### config.mk
export PLATFORM = sky130hd
export DESIGN_NAME = wem_monitor
export DESIGN_NICKNAME = d
export VERILOG_FILES = /design/src/rtl/wem_pkg.sv /design/src/rtl/wem_cmp.sv /design/src/rtl/wem_monitor.sv
export SDC_FILE = /design/constraint.sdc
export NUM_CORES = 1
export LEC_CHECK = 0
export ABC_AREA = 1
export BUFFER_PORTS_ARGS = -buffer_cell sky130_fd_sc_hd__buf_2
export CAP_MARGIN = 0
export CORE_ASPECT_RATIO = 0.6
export CORE_UTILIZATION = 27
export CTS_CLUSTER_SIZE = 12
export DETAILED_ROUTE_END_ITERATION = 12
export MAX_ROUTING_LAYER = met4
export PLACE_DENSITY_LB_ADDON = 0.3
export SYNTH_ARGS = -nofsm -noshare
export SYNTH_HDL_FRONTEND = slang
export SYNTH_SLANG_ARGS = --single-unit
### constraint.sdc
create_clock -name clk -period 5.8 [get_ports clk]
set_input_delay 0.58 -clock clk [delete_from_list [all_inputs] [get_ports clk]]
set_output_delay 0.58 -clock clk [all_outputs]
set_load 0.05 [all_outputs]
### src/rtl/wem_pkg.sv
// Package: constants and types for the waveform envelope anomaly monitor
package wem_pkg;
  localparam int WEM_SAMPLE_W = 8;
  localparam int WEM_COUNT_W = 16;
  localparam logic [15:0] WEM_CNT_RST = 16'h0000;
  localparam logic [3:0] WEM_ACT_RST = 4'h0;
  localparam int WEM_ACT_SAVE = 0;
  localparam int WEM_ACT_COPY = 1;
  localparam int WEM_ACT_CHIME = 2;
  localparam int WEM_ACT_REMOTE = 3;
  typedef enum logic [1:0] {
    WEM_IDLE = 2'b00,
    WEM_RUN = 2'b01,
    WEM_ACT = 2'b11,
    WEM_STOP = 2'b10
  } wem_state_t;
endpackage : wem_pkg

### src/rtl/wem_cmp.sv
// Point comparator: test sample against one envelope min/max pair
`timescale 1ns/10ps
module wem_cmp #(
  parameter int W = 8
) (
  input wire logic [W-1:0] sample,
  input wire logic [W-1:0] env_min,
  input wire logic [W-1:0] env_max,
  output logic outside
);
  always_comb begin
    outside = (sample < env_min) || (sample > env_max); // [RULE13]
  end
endmodule : wem_cmp

### src/rtl/wem_monitor.sv
// Top: waveform envelope anomaly monitor with delta event actions
//
// How it works
// [RULE1] Check each test point against envelope bounds
// [RULE2] Reference must be an envelope record
// [RULE3] Reference holds at least test record points
// [RULE4] Surplus reference points never reach comparison
// [RULE5] Event fires enabled save, copy, chime, remote
// [RULE6] Flag every out-of-envelope point individually
// [RULE7] Stop acquisition when delta event detected
// [RULE8] Auto restart resumes, else remain stopped
// [RULE9] Reference may be stored or live
// [RULE10] Tolerance thresholds suppress small deviations
// [RULE11] Event needs total and consecutive thresholds
// [RULE12] Test record is displayed, reference envelope
// [RULE13] Out when below minimum or above maximum
// [RULE14] Counters clear per record; run clears in-bounds
`timescale 1ns/10ps
module wem_monitor #(
  parameter int SAMPLE_W = wem_pkg::WEM_SAMPLE_W,
  parameter int COUNT_W = wem_pkg::WEM_COUNT_W
) (
  input wire logic clk,
  input wire logic rst,
  input wire logic enable,
  input wire logic auto_restart,
  input wire logic [3:0] action_en,
  input wire logic [COUNT_W-1:0] total_thresh,
  input wire logic [COUNT_W-1:0] consec_thresh,
  input wire logic rec_start,
  input wire logic pt_valid,
  input wire logic pt_last,
  input wire logic [SAMPLE_W-1:0] pt_sample,
  input wire logic [SAMPLE_W-1:0] ref_min,
  input wire logic [SAMPLE_W-1:0] ref_max,
  input wire logic action_done,
  output logic acq_run,
  output logic pt_out_valid,
  output logic pt_outside,
  output logic delta_event,
  output logic save_req,
  output logic copy_req,
  output logic chime_req,
  output logic remote_req,
  output logic stopped,
  output logic [COUNT_W-1:0] total_count,
  output logic [COUNT_W-1:0] consec_count
);
  import wem_pkg::*;

  // Counter reset constant is 16 bits, so wider counters are refused
  if (SAMPLE_W < 1) begin : g_bad_sample_w
    $error("wem_monitor: SAMPLE_W must be at least 1");
  end
  if (COUNT_W < 2 || COUNT_W > 16) begin : g_bad_count_w
    $error("wem_monitor: COUNT_W must be 2 to 16");
  end

  wem_state_t state_q, state_d;
  logic [COUNT_W-1:0] tot_q, tot_d, run_q, run_d, best_q, best_d;
  logic hit_q, hit_d;
  logic mark_q, mark_d, mval_q, mval_d;
  logic [3:0] req_q, req_d;
  logic evt_q, evt_d;
  logic outside;

  function automatic logic [COUNT_W-1:0] sat_inc(
    input logic [COUNT_W-1:0] v
  );
    sat_inc = (&v) ? v : v + 1'b1;
  endfunction : sat_inc

  // Zero thresholds still need one out point, so a clean record is quiet
  function automatic logic thresh_met(
    input logic [COUNT_W-1:0] tot,
    input logic [COUNT_W-1:0] best,
    input logic [COUNT_W-1:0] tot_min,
    input logic [COUNT_W-1:0] run_min
  );
    thresh_met = (tot >= tot_min) && (best >= run_min) && (tot != '0);
  endfunction : thresh_met

  // A record may open on the very point that is being counted
  logic [COUNT_W-1:0] tot_base, run_base, best_base;
  assign tot_base = rec_start ? WEM_CNT_RST[COUNT_W-1:0] : tot_q;
  assign run_base = rec_start ? WEM_CNT_RST[COUNT_W-1:0] : run_q;
  assign best_base = rec_start ? WEM_CNT_RST[COUNT_W-1:0] : best_q;

  // Reference pairs arrive aligned to test points only, so extras never
  // enter; stored or live limits look the same here.
  wem_cmp #(.W(SAMPLE_W)) u_cmp ( // [RULE4] [RULE9]
    .sample(pt_sample),
    .env_min(ref_min),
    .env_max(ref_max),
    .outside(outside)
  ); // [RULE1]

  logic take;
  assign take = (state_q == WEM_RUN) && pt_valid;

  always_comb begin
    state_d = state_q;
    tot_d = tot_q;
    run_d = run_q;
    best_d = best_q;
    hit_d = hit_q;
    mark_d = 1'b0;
    mval_d = 1'b0;
    req_d = WEM_ACT_RST;
    evt_d = 1'b0;
    case (state_q)
      WEM_IDLE: begin
        if (enable) begin
          state_d = WEM_RUN;
        end
      end
      WEM_RUN: begin
        if (!enable) begin
          state_d = WEM_IDLE;
        end else begin
          // A new record forgets all earlier counts
          if (rec_start) begin
            tot_d = WEM_CNT_RST[COUNT_W-1:0]; // [RULE14]
            run_d = WEM_CNT_RST[COUNT_W-1:0]; // [RULE14]
            best_d = WEM_CNT_RST[COUNT_W-1:0];
            hit_d = 1'b0;
          end
          if (take) begin
            mval_d = 1'b1;
            mark_d = outside; // [RULE6]
            if (outside) begin
              tot_d = sat_inc(tot_base);
              run_d = sat_inc(run_base);
              if (run_d > best_base) begin
                best_d = run_d;
              end
            end else begin
              run_d = '0; // [RULE14]
            end
            if (thresh_met(tot_d, best_d, total_thresh, consec_thresh)) begin
              hit_d = 1'b1; // [RULE10] [RULE11]
            end
            // Event decided at record end so the full record is saved
            if (pt_last && (hit_d)) begin
              state_d = WEM_ACT; // [RULE7]
              evt_d = 1'b1;
              req_d = action_en; // [RULE5]
            end
          end
        end
      end
      WEM_ACT: begin
        // No action enabled: nothing to wait for
        if (action_done || action_en == WEM_ACT_RST) begin
          state_d = auto_restart ? WEM_RUN : WEM_STOP; // [RULE8]
          hit_d = 1'b0;
        end
      end
      WEM_STOP: begin
        if (!enable) begin
          state_d = WEM_IDLE; // [RULE8]
        end
      end
      default: begin
        state_d = WEM_IDLE;
      end
    endcase
  end

  always_ff @(posedge clk or posedge rst) begin
    if (rst) begin
      state_q <= WEM_IDLE;
      tot_q <= '0;
      run_q <= '0;
      best_q <= '0;
      hit_q <= 1'b0;
      mark_q <= 1'b0;
      mval_q <= 1'b0;
      req_q <= WEM_ACT_RST;
      evt_q <= 1'b0;
    end else begin
      state_q <= state_d;
      tot_q <= tot_d;
      run_q <= run_d;
      best_q <= best_d;
      hit_q <= hit_d;
      mark_q <= mark_d;
      mval_q <= mval_d;
      req_q <= req_d;
      evt_q <= evt_d;
    end
  end

  // Status from flops, so the acquisition path sees clean levels
  logic acq_q, acq_d, stp_q, stp_d;

  always_comb begin
    acq_d = (state_d == WEM_RUN); // [RULE7]
    stp_d = (state_d == WEM_STOP); // [RULE8]
  end

  always_ff @(posedge clk or posedge rst) begin
    if (rst) begin
      acq_q <= 1'b0;
      stp_q <= 1'b0;
    end else begin
      acq_q <= acq_d;
      stp_q <= stp_d;
    end
  end

  assign acq_run = acq_q; // [RULE7]
  assign stopped = stp_q;
  assign pt_out_valid = mval_q;
  assign pt_outside = mark_q;
  assign delta_event = evt_q;
  // Each enabled request bit pulses together with the event
  assign save_req = req_q[WEM_ACT_SAVE];
  assign copy_req = req_q[WEM_ACT_COPY];
  assign chime_req = req_q[WEM_ACT_CHIME];
  assign remote_req = req_q[WEM_ACT_REMOTE];
  assign total_count = tot_q;
  assign consec_count = best_q;
endmodule : wem_monitor

==> results.yml <==
run_status:
  status: "completed"
critical_path:
  r2r.worst_path.cells: 31
  critPathKind: "input port to register"
  crit_path_end_kind: "register"
  r2r_end: "acq_run$_DFF_PP0_"
  worstPathMaxFanout: 24
  critPathLaunchType: "input port"
  slowest_delay_ps: 370
  r2r-start: "run_q[0]$_DFFE_PP0P_"
  crit_arrival_ps: 5270
  cp_slowest_cell: "nor2_1"
  rrSetupSlack_ps: 960
  required_ps: 6020
  path_common_cell: "nand2_1"
floorplanning:
  ioPinCount: 109
  fp.coreArea_sq_um: 22200
  num_rows: 42
  die_area_sq_um: 23500
  die_x_microns: 197
  die_h_microns: 119
  initial_core_util_pct: 27.8
synthesis:
  synthMuxAreaShare_pct: 0.183
  yosysWarnings: 0
  synth_cells: 936
  synth-xor-area-share_pct: 1.93
  synth_ff_type: "dfrtp_1"
  synth_edf_count: 0
  synth.most_common_cell: "nand2_1"
  ys_types: 47
  ys_seq_elements: 60
  synth_simple_gate_area_share_pct: 32.7
  netlist_area_sq_um: 6170
  synth_fa_ha_area_share_pct: 13.2
  syn_nets: 1069
  async_reset_ff_share_pct: 100
  synth_top_area_share_pct: 24.3
  synth_top_cell_by_area: "dfrtp_1"
  synth-compound-area-share_pct: 15.9
  syn_avg_cell_area_sq_um: 6.59
  ys_seq_area_share_pct: 24.3
  synth_top_family_by_area: "simple AND/OR/NAND/NOR gates"
  synth_top_cells_by_count: "nand2_1, inv_1, a21oi_1"
  synth_area_leaders: "dfrtp_1, nand2_1, ha_1, inv_1, a21oi_1"
sta:
  worst_slew_pin_slew_ps: 1130
  final-setup-viol-count: 0
  slew_headroom_pct: 24.4
  post-route-period-util_pct: 87.0
  finClkSkew_ps: 6.79
  drv_slew: 0
  fin_crit_ps: 5050
  rsz0062_at_grt: "no"
  finalHoldViolCount: 0
  fmax_mhz: 198
  tns_ps: 0
clock_network:
  cts.clk_slew.worst_paths_ps: 50
  cts_made_buffers: 9
  htreeDepth: 3
  cts_sinks: 60
  root_buffer: "clkbuf_16"
  post_cts_resized: 0
  cts.path.max_buffers: 2
  ctsHoldBuffers: 0
  clock_latency_ps: 330
  post_cts_buffers: 0
  cts_tree: "done"
route:
  drt_wl_total_microns: 19500
  drt_iter0_markers: 562
  first_pass_iters: 5
  final_antenna_net_count: 0
  viasPerCell: 4.66
  vias: 6282
  drc: 0
  wl_per_cell_microns: 14.5
pwr:
  power.total_mw: 2.08
  leakage_nw: 4.11
  power.density_nw_per_um2: 282
  irDropWorstVdd_uv: 141
hold_path:
  hp-start: "action_en[3]"
  min_path_cells: 3
  whs_endpoint: "req_q[3]$_DFF_PP0_"
  hp-class: "input port to register"
grt:
  grt_pass1_wl_microns: 31600
  grtUsageTotal_pct: 17.8
  grt_max_degree: 83
  antenna_found_initial: 0
  grt_pass1_vias: 5785
  grt_overflow: 0
finish:
  fin_cells: 1349
  nets: 1168
  drive_gt1_share_pct: 20.1
  area_growth_pct: 19.3
placement:
  io_buffers: 108
  placedCellCount: 1332
  hpwl_microns: 15300
  gp_congestion: 0.917
flow_run:
  drv_cap: 0
layout by cell type (no fill, tap or decap), types with 11 or more instances in the layout:
cell type	Yosys	final
a21oi_1	84	84
a22oi_1	14	14
buf_2	3	108
dfrtp_1	60	60
ha_1	65	65
inv_1	137	135
inv_2	13	14
nand2_1	250	249
nand2_2	12	13
nand3_1	45	45
nand4_1	11	11
nor2_1	68	67
nor2_2	13	14
o21ai_0	46	46
o21ai_1	19	19
routing by layer:
| metal | track usage, % | share of wire (%) |
|---|---|---|
| met5 | - | 0 |
| met4 | 3.44 | 1.3 |
| met3 | 3.60 | 6.5 |
| met2 | 21.8 | 35 |
| met1 | 28.6 | 57 |
cell families (layout without fill, tap and decap cells):
family	after synthesis	after routing
simple gates	439	439
buf+inv	181	285
compound gates	179	179
fa+ha+maj	65	65
flops	60	60
xor+xnor	11	11
mux	1	1
other cells	0	1
power by group:
part | leakage [nW] | internal, mW | switching, mW
combinational | 3.18 | 0.270 | 0.652
clock | 0.169 | 0.410 | 0.195
sequential | 0.763 | 0.487 | 0.0648
final cells by class:
cell class,instances,area (sq um)
clock buffers,12,267
fillers,2430,14900
multi-input cells,695,3950
inverters,151,571
diodes,1,2.50
well taps,308,385
repair buffers,118,616
flip-flops and latches,60,1500
clock inverters,4,70.1
worst max path at each step:
stage / startpoint / endpoint / slack, ps
floorplan: rec_start / acq_run$_DFF_PP0_ / 920
global placement: rec_start / acq_run$_DFF_PP0_ / 510
detailed placement: rec_start / acq_run$_DFF_PP0_ / 420
CTS: rec_start / acq_run$_DFF_PP0_ / 730
global route: rec_start / stopped$_DFF_PP0_ / 190
finish: rec_start / acq_run$_DFF_PP0_ / 750
per-stage QoR:
stage / hold WS (ps) / setup slack (ps) / cell area [sq um] / utilization [%]
2_1_floorplan: 512 / 922 / 6170 / -
3_3_place_gp: 489 / 509 / 7020 / 31.6
3_5_place_dp: 492 / 416 / 7020 / 31.6
4_1_cts: 474 / 735 / 7360 / 33.1
5_1_grt: 480 / 194 / 7360 / 33.1
6_report: 487 / 753 / 7360 / 33.1
critical path, delay by kind of cell:
kind / cells / cell delay [ps]
and+or+nand+nor: 19 / 2290
adders and majority gates: 3 / 830
buffers and inverters: 4 / 720
AOI/OAI and AO/OA: 4 / 680
xor gates and xnor gates: 1 / 160
sequential cells by signal, summed over array words and instances, names as in the netlist:
name and count:
stopped 1, delta_event 1, total_count 16, req_q 4
state_q 2, consec_count 16, hit_q 1, pt_out_valid 1
acq_run 1, run_q 16, pt_outside 1
Power figures use the tool's default switching activity.
